## src/verilog/rst_seq_consts.vh

```
`ifndef RST_SEQ_CONSTS_VH
`define RST_SEQ_CONSTS_VH
// clock rate in kHz
`define CLK_KHZ 50000
// power-up delay choices in microseconds
`define PWRUP_US_0 140
`define PWRUP_US_1 4500
`define PWRUP_US_2 18000
`define PWRUP_US_3 72000
`define PWRUP_US_4 288000
// cycles per microsecond first, so the product stays inside 32 bits
`define US_TO_CYC(us) ((us) * (`CLK_KHZ / 1000))
`define OST_CYCLES 16
`define DELAY_SEL_W 3
// status bit positions
`define STAT_PD_BIT 3
`define STAT_TO_BIT 4
`define FLAG_RESET 1'b1
`endif
```

## src/verilog/delay_counter.v

```verilog
`timescale 1ns/10ps
`include "rst_seq_consts.vh"
// counts enabled ticks up to a target; cleared by clr
module delay_counter #(
   parameter W = 24
) (
   input wire clk,
   input wire rst,
   input wire clr,
   input wire tick,
   input wire [W-1:0] target,
   output reg done
);
   reg [W-1:0] cnt_ff;

   always @(posedge clk or posedge rst) begin
      if (rst) begin
         cnt_ff <= {W{1'b0}};
         done <= 1'b0;
      end else if (clr) begin
         cnt_ff <= {W{1'b0}};
         done <= 1'b0;
      end else if (tick && !done) begin
         cnt_ff <= cnt_ff + {{(W-1){1'b0}}, 1'b1};
         done <= (cnt_ff + {{(W-1){1'b0}}, 1'b1}) >= target;
      end
   end
endmodule // delay_counter

```

## src/verilog/mcu_reset_sequencer.v

```verilog
`timescale 1ns/10ps
`include "rst_seq_consts.vh"
module mcu_reset_sequencer #(
   parameter DELAY_W = 24,
   parameter [DELAY_W-1:0] PWRUP_CYC_0 = `US_TO_CYC(`PWRUP_US_0),
   parameter [DELAY_W-1:0] PWRUP_CYC_1 = `US_TO_CYC(`PWRUP_US_1),
   parameter [DELAY_W-1:0] PWRUP_CYC_2 = `US_TO_CYC(`PWRUP_US_2),
   parameter [DELAY_W-1:0] PWRUP_CYC_3 = `US_TO_CYC(`PWRUP_US_3),
   parameter [DELAY_W-1:0] PWRUP_CYC_4 = `US_TO_CYC(`PWRUP_US_4),
   parameter [4:0] OST_CYC = `OST_CYCLES
) (
   input wire clk,
   input wire rst,
   input wire power_on_reset,
   input wire low_voltage_reset,
   input wire ext_reset_pin_n,
   input wire watchdog_timeout,
   input wire halt_mode,
   input wire halt_entry_instruction,
   input wire watchdog_clear_instruction,
   input wire high_osc_clock,
   input wire [`DELAY_SEL_W-1:0] pwrup_delay_sel,
   output reg core_reset,
   output reg sequence_done,
   output reg [1:0] seq_state,
   output reg timeout_flag_n,
   output reg powerdown_flag_n,
   output reg [7:0] status_flags
);
   localparam [1:0] ST_HOLD = 2'h0;
   localparam [1:0] ST_PWRUP = 2'h1;
   localparam [1:0] ST_OST = 2'h2;
   localparam [1:0] ST_RUN = 2'h3;

   // flag events; EV_NONE first, then the rest from highest to lowest priority
   localparam [2:0] EV_NONE = 3'h0;
   localparam [2:0] EV_SUPPLY = 3'h1;
   localparam [2:0] EV_PIN_HALT = 3'h2;
   localparam [2:0] EV_WDT_HALT = 3'h3;
   localparam [2:0] EV_WDT_RUN = 3'h4;
   localparam [2:0] EV_PIN_RUN = 3'h5;
   localparam [2:0] EV_HALT_INSTR = 3'h6;
   localparam [2:0] EV_CLEAR_INSTR = 3'h7;

   reg [1:0] state_ff;
   reg [1:0] nxt_state;
   reg to_ff;
   reg pd_ff;
   reg nxt_to;
   reg nxt_pd;
   reg [4:0] ost_cnt_ff;
   reg [4:0] nxt_ost_cnt;
   wire any_cause;
   wire supply_cause;
   wire pin_cause;
   wire running;
   wire osc_rise;
   wire ost_last;
   wire pwrup_done;
   wire pwrup_clr;
   wire [DELAY_W-1:0] pwrup_target;
   wire [2:0] flag_event;
   wire [7:0] nxt_status;

   // maps the delay selection onto a cycle count; spare codes take longest
   function [DELAY_W-1:0] pick_delay;
      input [`DELAY_SEL_W-1:0] sel;
      begin
         case (sel)
            3'h0: pick_delay = PWRUP_CYC_0;
            3'h1: pick_delay = PWRUP_CYC_1;
            3'h2: pick_delay = PWRUP_CYC_2;
            3'h3: pick_delay = PWRUP_CYC_3;
            default: pick_delay = PWRUP_CYC_4;
         endcase
      end
   endfunction

   // picks the one event that decides the flags this cycle
   function [2:0] classify_event;
      input supply;
      input pin;
      input wdt;
      input halted;
      input run;
      input halt_instr;
      input clear_instr;
      begin
         if (supply) begin
            classify_event = EV_SUPPLY;
         end else if (pin && halted) begin
            classify_event = EV_PIN_HALT;
         end else if (wdt && halted) begin
            classify_event = EV_WDT_HALT;
         end else if (wdt) begin
            classify_event = EV_WDT_RUN;
         end else if (pin) begin
            classify_event = EV_PIN_RUN;
         end else if (run && halt_instr) begin
            classify_event = EV_HALT_INSTR;
         end else if (run && clear_instr) begin
            classify_event = EV_CLEAR_INSTR;
         end else begin
            classify_event = EV_NONE;
         end
      end
   endfunction

   // places both flags at their status bit positions, other bits zero
   function [7:0] pack_status;
      input to_bit;
      input pd_bit;
      begin
         pack_status = 8'h00;
         pack_status[`STAT_PD_BIT] = pd_bit;
         pack_status[`STAT_TO_BIT] = to_bit;
      end
   endfunction

   assign supply_cause = power_on_reset | low_voltage_reset;
   assign pin_cause = ~ext_reset_pin_n;
   assign any_cause = supply_cause | pin_cause | watchdog_timeout;
   assign running = (state_ff == ST_RUN);
   assign pwrup_target = pick_delay(pwrup_delay_sel);
   assign pwrup_clr = any_cause | (state_ff != ST_PWRUP);
   assign ost_last = osc_rise && (ost_cnt_ff == OST_CYC - 5'h01);
   assign nxt_status = pack_status(nxt_to, nxt_pd);
   assign flag_event = classify_event(supply_cause, pin_cause,
      watchdog_timeout, halt_mode, running, halt_entry_instruction,
      watchdog_clear_instruction);

   delay_counter #(
      .W(DELAY_W)
   ) u_pwrup (
      .clk(clk),
      .rst(rst),
      .clr(pwrup_clr),
      .tick(1'b1),
      .target(pwrup_target),
      .done(pwrup_done)
   );

   osc_edge_detect u_osc (
      .clk(clk),
      .rst(rst),
      .level_in(high_osc_clock),
      .rise_pulse(osc_rise)
   );

   // flag values for the chosen event; no event keeps both
   always @* begin
      nxt_to = to_ff;
      nxt_pd = pd_ff;
      case (flag_event)
         EV_SUPPLY: begin
            nxt_to = 1'b1;
            nxt_pd = 1'b1;
         end
         EV_PIN_HALT: begin
            nxt_to = 1'b1;
            nxt_pd = 1'b1;
         end
         EV_WDT_HALT: begin
            nxt_to = 1'b0;
            nxt_pd = 1'b0;
         end
         EV_WDT_RUN: begin
            nxt_to = 1'b0;
            nxt_pd = 1'b1;
         end
         EV_PIN_RUN: begin
            nxt_to = to_ff;
            nxt_pd = pd_ff;
         end
         EV_HALT_INSTR: begin
            nxt_to = 1'b1;
            nxt_pd = 1'b0;
         end
         EV_CLEAR_INSTR: begin
            nxt_to = 1'b1;
            nxt_pd = 1'b1;
         end
         default: begin
            nxt_to = to_ff;
            nxt_pd = pd_ff;
         end
      endcase
   end

   always @* begin
      nxt_state = state_ff;
      if (any_cause) begin
         nxt_state = ST_HOLD;
      end else begin
         case (state_ff)
            ST_HOLD: begin
               nxt_state = ST_PWRUP;
            end
            ST_PWRUP: begin
               if (pwrup_done) begin
                  nxt_state = ST_OST;
               end
            end
            ST_OST: begin
               if (ost_last) begin
                  nxt_state = ST_RUN;
               end
            end
            ST_RUN: begin
               nxt_state = ST_RUN;
            end
            default: begin
               nxt_state = ST_HOLD;
            end
         endcase
      end
   end

   // oscillator edges only count inside the start-up wait
   always @* begin
      nxt_ost_cnt = ost_cnt_ff;
      if (any_cause || state_ff != ST_OST) begin
         nxt_ost_cnt = 5'h00;
      end else if (osc_rise) begin
         nxt_ost_cnt = ost_cnt_ff + 5'h01;
      end
   end

   always @(posedge clk or posedge rst) begin
      if (rst) begin
         state_ff <= ST_HOLD;
      end else begin
         state_ff <= nxt_state;
      end
   end

   always @(posedge clk or posedge rst) begin
      if (rst) begin
         ost_cnt_ff <= 5'h00;
      end else begin
         ost_cnt_ff <= nxt_ost_cnt;
      end
   end

   // flags leave reset as after a power-on
   always @(posedge clk or posedge rst) begin
      if (rst) begin
         to_ff <= `FLAG_RESET;
         pd_ff <= `FLAG_RESET;
      end else begin
         to_ff <= nxt_to;
         pd_ff <= nxt_pd;
      end
   end

   // outputs register next values, so they match the internal flops
   always @(posedge clk or posedge rst) begin
      if (rst) begin
         core_reset <= 1'b1;
      end else begin
         core_reset <= (nxt_state != ST_RUN);
      end
   end

   always @(posedge clk or posedge rst) begin
      if (rst) begin
         sequence_done <= 1'b0;
      end else begin
         sequence_done <= (nxt_state == ST_RUN);
      end
   end

   always @(posedge clk or posedge rst) begin
      if (rst) begin
         seq_state <= ST_HOLD;
      end else begin
         seq_state <= nxt_state;
      end
   end

   always @(posedge clk or posedge rst) begin
      if (rst) begin
         timeout_flag_n <= `FLAG_RESET;
      end else begin
         timeout_flag_n <= nxt_to;
      end
   end

   always @(posedge clk or posedge rst) begin
      if (rst) begin
         powerdown_flag_n <= `FLAG_RESET;
      end else begin
         powerdown_flag_n <= nxt_pd;
      end
   end

   always @(posedge clk or posedge rst) begin
      if (rst) begin
         status_flags <= 8'h18;
      end else begin
         status_flags <= nxt_status;
      end
   end
endmodule // mcu_reset_sequencer

```

## src/verilog/osc_edge_detect.v

```verilog
`timescale 1ns/10ps
`include "rst_seq_consts.vh"
// turns a synchronous oscillator level into a one-cycle rising-edge pulse
module osc_edge_detect (
   input wire clk,
   input wire rst,
   input wire level_in,
   output reg rise_pulse
);
   reg last_ff;

   always @(posedge clk or posedge rst) begin
      if (rst) begin
         last_ff <= 1'b0;
         rise_pulse <= 1'b0;
      end else begin
         last_ff <= level_in;
         rise_pulse <= level_in & ~last_ff;
      end
   end
endmodule // osc_edge_detect

```

## config.mk

```make
export PLATFORM = sky130hd
export DESIGN_NAME = mcu_reset_sequencer
export DESIGN_NICKNAME = d
export VERILOG_FILES = /design/src/verilog/delay_counter.v /design/src/verilog/mcu_reset_sequencer.v /design/src/verilog/osc_edge_detect.v
export VERILOG_INCLUDE_DIRS = /design/src /design/src/verilog
export SDC_FILE = /design/constraint.sdc
export NUM_CORES = 1
export LEC_CHECK = 0
export BUFFER_PORTS_ARGS = -buffer_cell sky130_fd_sc_hd__buf_2
export CORE_MARGIN = 3
export CORE_UTILIZATION = 46
export DETAILED_ROUTE_END_ITERATION = 12
export PLACE_DENSITY = 0.66
export SYNTH_ARGS = -nofsm -noshare
export SYNTH_HDL_FRONTEND = slang
export SYNTH_SLANG_ARGS = --single-unit
export TNS_END_PERCENT = 50
```

## constraint.sdc

```tcl
create_clock -name clk -period 6.1 [get_ports clk]
set_clock_uncertainty 0.15 [all_clocks]
set_input_delay 0.61 -clock clk [delete_from_list [all_inputs] [get_ports clk]]
set_output_delay 0.61 -clock clk [all_outputs]
set_load 0.05 [all_outputs]
```

* Word level (Yosys, flattened, before mapping)
Index checks and enable logic that the tools add are counted.
** Operators by class
- Equality and inequality tests :: 18
- Bitwise operators :: 7
- Order comparisons :: 1
- Muxes and demuxes :: 20
- Reductions and logical operators :: 13
- $add $sub $neg :: 2
** Operators by type and width (number)
- 24-bit one-hot mux with 4 select lines :: 1
- 24-bit 2-to-1 mux :: 2
- 24-bit by 1-bit adder with 24-bit output, second input constant :: 1
- 24-bit greater-or-equal comparator :: 1
- 3-bit 2-to-1 mux :: 7
- 3-bit by 2-bit equality test with 1-bit output, second input constant :: 4
- 5-bit 2-to-1 mux :: 2
- 3-bit equality test, second input constant :: 3
- 2-bit one-hot mux with 4 select lines :: 1
- 4-bit OR reduction :: 2
- 2-bit equality test, second input constant :: 3
- 3-bit by 1-bit equality test with 1-bit output, second input constant :: 2
- 2-bit 2-to-1 mux :: 3
- 2-bit inequality test, second input constant :: 3
- 5-bit by 1-bit adder with 5-bit output, second input constant :: 1
- 5-bit by 4-bit equality test with 1-bit output, second input constant :: 1
- 1-bit logical AND :: 5
- 1-bit bitwise OR :: 4
- 1-bit one-hot mux with 2 select lines :: 2
- 2-bit OR reduction :: 2
- 3-bit zero test :: 1
- 2-bit by 1-bit equality test with 1-bit output, second input constant :: 1
- 2-bit zero test :: 1
- 1-bit 2-to-1 mux :: 2
- 5 further kinds :: 6
** Word-level totals
- Word-level logic and storage cells :: 72
- Input port bits :: 13
- Flip-flop bits (word level) :: 40
- Output and inout port bits :: 14

* Longest topological paths before layout
Gate-level depths: netlist of the first run.
- Word-level depth :: 12
- Mapped depth :: 13
- Mapped depth without buffers :: 13

* By module
A second synthesis of the first run with hierarchy kept.
** Unflattened totals
- Cell total of the unflattened synthesis :: 343
- Area total of the unflattened synthesis :: 2944.1 µm²
** Modules (own cells, without submodules)
- delay_counter :: area each 2143.3 µm², seq. area each 625.6 µm², instances 1, cells an instance 254
- mcu_reset_sequencer :: area each 733.2 µm², seq. area each 279.0 µm², instances 1, cells an instance 85
- osc_edge_detect :: area each 67.6 µm², seq. area each 50.0 µm², instances 1, cells an instance 4

* Worst setup path before layout of the first run
Ideal clock, no wire load.
- Path type :: reg2reg
- From :: register u_pwrup.cnt_ff[0]
- To :: register u_pwrup.done
- Setup time :: 0.123 ns
- Data arrival time :: 2.373 ns
- Period minus slack after synthesis :: 2.646 ns
- Cell stages (with the launch flop) :: 14
- Slack :: 3.454 ns
- Buffers on the path :: 0
- Cells stage by stage :: dfrtp_1 -> ha_1 -> inv_1 -> nor3_4 -> nand4_4 -> nor3_1 -> xor2_1 -> ha_1 -> nand3_1 -> o22ai_1 -> nor4_1 -> o21ai_0 -> a31oi_1 -> o2bb2ai_1
** Between the ends
- Cells in the longest elaborated chain, start to end :: 4
** RTL lines
- start, declared :: RTL line delay_counter.v:14 : reg [W-1:0] cnt_ff;
- start signal, assigned :: RTL line delay_counter.v:18 : cnt_ff <= {W{1'b0}};
- start signal, assigned :: RTL line delay_counter.v:21 : cnt_ff <= {W{1'b0}};
- start signal, assigned :: RTL line delay_counter.v:24 : cnt_ff <= cnt_ff + {{(W-1){1'b0}}, 1'b1};
- 24-bit by 1-bit adder with 24-bit output :: RTL line delay_counter.v:25 : done <= (cnt_ff + {{(W-1){1'b0}}, 1'b1}) >= target;
- 24-bit greater-or-equal comparator :: RTL line delay_counter.v:25
- 1-bit 2-to-1 mux :: RTL line delay_counter.v:23 : end else if (tick && !done) begin
- 1-bit 2-to-1 mux :: RTL line delay_counter.v:20 : end else if (clr) begin
- end signal, assigned :: RTL line delay_counter.v:25
- end, declared :: RTL line delay_counter.v:12 : output reg done
Every way passes these cells.
A chain may end at the register's enable or synchronous reset.

* Worst setup path in the final report of the first run
- From :: register u_pwrup.cnt_ff[1]
- To :: register u_pwrup.done
Same word-level chain as after synthesis.

==> metrics.md, run 1 <==
| Metric | Value |
|---|---|
| EDFF count, synth | 0 |
| Post-Route WL | 5.275 mm |
| # IOs | 27 |
| Cell taking the most area after synthesis | dfrtp_1 |
| Largest net degree at the start of global routing | 39 |
| Post-CTS setup buffer count | 0 |
| Lkg Pwr | 0.001348 uW |
| Wirelength per Cell | between 10 and 15 um |
| Synth warn | 0 |
| Final GP Congestion | approximately 0.82 |
| Clock Sinks | 38 |
| RSZ-0062 raised after global routing | false |
| Max-slew violation count | 0 |
| CP Data Required Time | 6110 ps |
| Total GRT Usage | between 10% and 20% |
| Arr. time, crit path | 2970 ps |
| Slew of the pin with the lowest slew margin | 923.8 ps |
| IO buf count | 20 |
| Seq cells post-synth | 38 |
| Initial Util | 48.46% |
| Max IR drop VDD | 0.0001543 V |
| Ant. Diodes | 0 |
| Num CTS Buffers | 5 |
| Fin area | between 2000 and 3000 um2 |
| Hold buffers post-CTS | 0 |
| Avg Inst Size Synth | 9.212 um2 |
| Simple logic cell fraction of the synthesized area | 24.45% |
| Clk buf depth | 2 |
| Hold Crit Class | in2async |
| Vias | 2092 |
| Worst R2R Start | u_pwrup.cnt_ff[1] |
| Flop2flop setup slack | between 3000 and 4000 ps |
| CTS tree | done |
| Initial drt markers | 124 |
| Fin util | 52.83% |
| Yosys cell types | 53 |
| Final Hold Fails | 0 |
| Synth cell count leaders | nor2_1 (38), dfrtp_1 (35), xnor2_1 (26) |
| CP max FO | 7 |
| Placed inst area | 2825 um2 |
| H-tree levels | 2 |
| Peak Freq | 337.5 MHz |
| Synth Area in Adders | 10.13% |
| Initial antenna violation count | 0 |
| Seq/Total Area, Yosys | 35.13% |
| Top cells by area, synth | dfrtp_1 (32%), ha_1 (10%), xnor2_1 (8.4%) |
| Total grt overflow | 0 |
| Critical path endpoint category | flip-flop |
| Setup-violating endpoint count in the final report | 0 |
| Post-Synthesis Cells | 295 |
| Post-Synth XOR/XNOR Area | 12.57% |
| Clock slew seen by the registers of the worst setup and hold paths | approximately 90 ps |
| Final HPWL DP | between 3 and 4 mm |
| Compound-Gate Fraction of Synth Area | 10.73% |
| # DRC | 0 |
| First-pass GRT wire length | roughly 9.5 mm |
| Max-cap violations | 0 |
| Die height | 82.86 um |
| Core area | roughly 5600 um2 |
| WS Path Type | reg2reg |
| Antenna viol nets, final | 0 |
| P&R area growth vs syn | 9.024% |
| Worst Setup Slack, final | 3137 ps |
| Die area | 6866 um2 |
| Power Density | 189.0 nW/um2 |
| R2R Path End | u_pwrup.done |
| Crit share post-route | just under 50% |
| Max-slew headroom | 38.42% |
| Min Tclk post-route | 2963 ps |
| Status | complete, no violations |
| Post-CTS Resized | 0 |
| Share of layout cells above drive strength 1 | around 17% |
| Clock root cell | clkbuf_8 |
| Clock latency on the worst-skew pair | between 200 and 300 ps |
| Post-synth ARST share | 100.0% |
| Most common cell in the synthesized netlist | nor2_1 |
| Post-synthesis mux area share | 0.7827% |
| Top cell type's share of synthesized area | between 30% and 40% |
| Post-Syn Area | 2718 um2 |
| Synth Flop Type | dfrtp_1 |
| Die X | 82.86 um |
| Final setup TNS | 0 ps |
| Pre-CTS setup slack | roughly 3200 ps |
| Final Net Count | 344 |
| Router iterations before antenna repair | 4 |
| Routed vias/inst | 5.476 |
| Core Rows | 27 |
| Startpoint Class | flip-flop |
| FF-to-FF path depth | 13 |
| Vias in the first global route | 2110 |
| Combinational family with the most area after synthesis | simple AND/OR/NAND/NOR gates |
layout make-up:
| type | count | area, um2 |
|---|---|---|
| clock buffers | 5 | 68.82 |
| clock inverters | 3 | 68.82 |
| fillers | 547 | 2645 |
| inverters | 15 | 56.30 |
| multi-input cells | 228 | 1617 |
| flip-flops and latches | 38 | 954.7 |
| well taps | 72 | 90.09 |
| repair buffers | 21 | 107.6 |
flip-flops by register name (all words and copies together), names as in the netlist, named ones only:
register,flops
u_pwrup.cnt_ff,24
u_osc.last_ff,1
sequence_done,1
ost_cnt_ff,5
u_pwrup.done,1
seq_state,2
u_osc.rise_pulse,1
core_reset,1
worst max-delay path by stage:
stage,startpoint,endpoint,cells past startpoint
5_1_grt,u_pwrup.cnt_ff[0],u_pwrup.done,13
4_1_cts,u_pwrup.cnt_ff[0],u_pwrup.done,13
2_1_floorplan,u_pwrup.cnt_ff[0],u_pwrup.done,13
3_5_place_dp,u_pwrup.cnt_ff[0],u_pwrup.done,13
6_report,u_pwrup.cnt_ff[1],u_pwrup.done,13
3_3_place_gp,u_pwrup.cnt_ff[0],u_pwrup.done,13
metal layers:
layer	wire, um	GRT usage (%)	part of all wire [%]
met1	2571	22.02	49
met2	2459	27.55	47
met3	223	2.976	4.2
met4	21	2.526	0.40
met5	0	0	0
worst max-delay path, stage by stage, from the launching register on:
cell	delay (ps)
dfrtp_1	420
ha_1	240
inv_1	100
nor3_4	310
nand4_4	210
nor2_1	180
xor2_1	270
ha_1	280
nand3_1	90
o22ai_1	70
nor4_1	150
o21ai_0	110
a31oi_1	160
o2bb2ai_1	90
kinds of logic after synthesis:
family,after synthesis
xor+xnor,39
compound gates,44
buf+inv,34
flops,38
fa+ha+maj,22
simple gates,115
other cells,1
mux,2
cell usage in the layout, fill, tap and decap left out, drive strengths merged, types with 2 or more instances in the layout:
master	n
or3	3
ha	22
a211oi	4
nor3	15
xor2	13
conb	6
dfrtp	35
nand3	15
xnor2	26
dfstp	3
nor4	5
o21ai	9
a21o	3
a22o	5
clkbuf	5
o211ai	2
nor2	39
or2	3
nand2	17
buf	21
inv	15
bufinv	2
and3	4
nand4	9
a21oi	11
where the power goes:
group          leakage (uW)  switching, uW  internal [uW]
logic              0.000763           29.7           11.1
clock network     0.0000683            101            164
registers          0.000517           1.58            253
through the flow:
step / hold slack (ps) / cells / power (uW)
after global placement: 239.9 / 374 / 300.2
final: 256.4 / 382 / 560.1
after floorplan: 227.7 / 300 / 291.8
after CTS: 260.7 / 382 / 565.1
after detailed placement: 249.8 / 374 / 301.0
after global routing: 282.7 / 382 / 582.3
Note: power is estimated with default switching activity, not from simulation.
==> inputs of run 2 (changes only) <==
Clock period 6.1 ns to 2.8 ns, I/O delays scaled along.
==> run 2 against run 1 <==
First-iteration DRC count decreased by 29%. Sequential share of layout area fell by 2.1 points. Maximum frequency rose by 7.2%. Cell count grew 5.2%. Clock power rose by 82%. Largest power group is now registers.
==> metrics.md, run 2 (synthesis results as in run 1) <==
| Metric | Value |
|---|---|
| CP top delay family | simple AND/OR/NAND/NOR gates |
| Die X | 82.86 um |
| Post-Route WL | ~5.6 mm |
| Clock Sinks | 38 |
| Startpoint Class | flip-flop |
| Ant. Diodes | 0 |
| Fill count | 508 |
| CP max FO | 7 |
| First-pass GRT wire length | slightly below 10 mm |
| Vias in the first global route | 2112 |
| Worst R2R Start | u_pwrup.cnt_ff[6] |
| Max reg flops | 24 |
| Die area | 6866 um2 |
| Worst Setup Slack, final | roughly 36 ps |
| Critical path, cell by cell | nand3_1 > nor3_4 > nand4_4 > xnor2_1 > ha_1 > a21oi_1 > o22ai_2 > nor4_2 > o21ai_1 > a31oi_1 > o2bb2ai_1 |
| Core area | roughly 5600 um2 |
| Flop2flop setup slack | roughly 36 ps |
| Min Tclk post-route | 2764 ps |
| Wirelength per Cell | ~14 um |
| Max IR drop VDD | 0.0002668 V |
| Final setup TNS | 0 ps |
| Die height | 82.86 um |
| H-tree levels | 2 |
| Share of layout cells above drive strength 1 | between 20% and 30% |
| Met1 WL | 2.665 mm |
| Largest net degree at the start of global routing | 39 |
| Num CTS Buffers | 5 |
| Slew of the pin with the lowest slew margin | 598.3 ps |
| Max-slew headroom | 59.89% |
| Worst path slowest cell | dfrtp_1 |
| # DRC | 0 |
| Vias | 2151 |
| P&R area growth vs syn | 17.27% |
| Overall Power | 1130 uW |
| Core Rows | 27 |
| Biggest register | u_pwrup.cnt_ff |
| Clk buf depth | 2 |
| Antenna viol nets, final | 0 |
| CTS tree | done |
| Max-slew violation count | 0 |
| Hold path startpoint | halt_mode |
| Max-cap violations | 0 |
| Biggest registers after layout | u_pwrup.cnt_ff x24, ost_cnt_ff x5, seq_state x2 |
| Most frequent cells in the layout | nor2_1 (38), dfrtp_1 (32), xnor2_1 (25), ha_1 (21), buf_2 (20) |
| Largest stage delay, worst path | 430 ps |
| Setup-violating endpoint count in the final report | 0 |
| IO buf count | 20 |
| Arr. time, crit path | around 2800 ps |
| # IOs | 27 |
| Total GRT Usage | about 17% |
| Power Density | 354.5 nW/um2 |
| Lkg Pwr | around 0.0015 uW |
| Clock latency on the worst-skew pair | 300 ps |
| Routed vias/inst | 5.351 |
| Initial antenna violation count | 0 |
| RSZ-0062 raised after global routing | true |
| Routed wl met3 | roughly 210 um |
| Final GP Congestion | between 0.8 and 0.9 |
| Final Net Count | 364 |
| Final hold slack | 55.13 ps |
| Crit share post-route | 98.72% |
| Multi-input gate area | between 1500 and 2000 um2 |
| Initial drt markers | 88 |
| Hold Crit Class | in2reg |
| Final Hold Fails | 0 |
| CP Data Required Time | 2840 ps |
| Critical path endpoint category | flip-flop |
| Clock root cell | clkbuf_8 |
| Critical path startpoint | u_pwrup.cnt_ff[6] |
| Total grt overflow | 0 |
| Status | complete, no violations |
| Register area | roughly 960 um2 |
| Router iterations before antenna repair | 4 |
| Detail Route met2 WL | 2.637 mm |
| Initial Util | 48.46% |
| WS Path Type | reg2reg |
| Pre-CTS setup slack | -49.80 ps |
| DR top layer | met4 |
| Commonest non-fill, non-tap cell in the layout | nor2_1 |
| Peak Freq | 361.8 MHz |
| Clock slew seen by the registers of the worst setup and hold paths | ~80 ps |
| Buffer and inverter count on the worst path | 0 |
| Final HPWL DP | 4.092 mm |
## run 2: cell count changes in the layout (fill, tap and decap cells not counted), sizes merged
cell / change
clkinv: -1
clkinvlp: +2
dlygate4sd3: +2
buf: +18
bufinv: -1
## run 2: per-stage QoR
| stage | instances | util [%] | instance area, um2 |
|---|---|---|---|
| floorplan | 300 | - | 2736 |
| global placement | 386 | 51.99 | 2915 |
| detailed placement | 386 | 51.99 | 2915 |
| CTS | 397 | 54.66 | 3065 |
| global route | 402 | 56.83 | 3187 |
| finish | 402 | 56.83 | 3187 |
## run 2: final cells by class
type | instances | share of cell area [%]
multi-input combinational | 228 | 53.40
sequential | 38 | 30.07
timing repair buffer | 41 | 8.363
tap | 72 | 2.827
clock buffer | 5 | 2.159
inverter | 15 | 1.767
clock inverter | 3 | 1.413
## run 2: worst register-to-register path: stages (launching register included)
cell and delay (ps):
dfrtp_1 430, nand3_1 200, nor3_4 290, nand4_4 190, xnor2_1 180, ha_1 330
a21oi_1 190, o22ai_2 110, nor4_2 240, o21ai_1 120, a31oi_1 150, o2bb2ai_1 70
## run 2: report_power, final
part | switching [uW] | internal [uW]
clock | 216 | 265
sequential | 3.49 | 552
combinational | 66.6 | 26.5
total | 286 | 843
## run 2: metal layers
layer	track usage (%)	up-vias
li1	-	1080
met4	3.566	0
met2	28.13	45
met5	0	-
met1	22.17	1020
met3	3.075	6
## run 2: worst paths after layout
kind                                           end  cells past startpoint
worst min register to register    u_osc.rise_pulse                      1
max in group asynchronous        u_pwrup.cnt_ff[5]                      4
min in group asynchronous       u_pwrup.cnt_ff[15]                      4
worst max-delay path                  u_pwrup.done                     11
worst min-delay path                     flip-flop                      2
worst max register to register        u_pwrup.done                     11
## run 2: what timing repair did
item,4_1_cts,5_1_grt
setup endpoints to repair,1,1
gates resized for setup,1,20
hold buffers,2,0
hold endpoints to repair,36,0
gates cloned,0,0
setup buffers,1,5
pin swaps,1,17
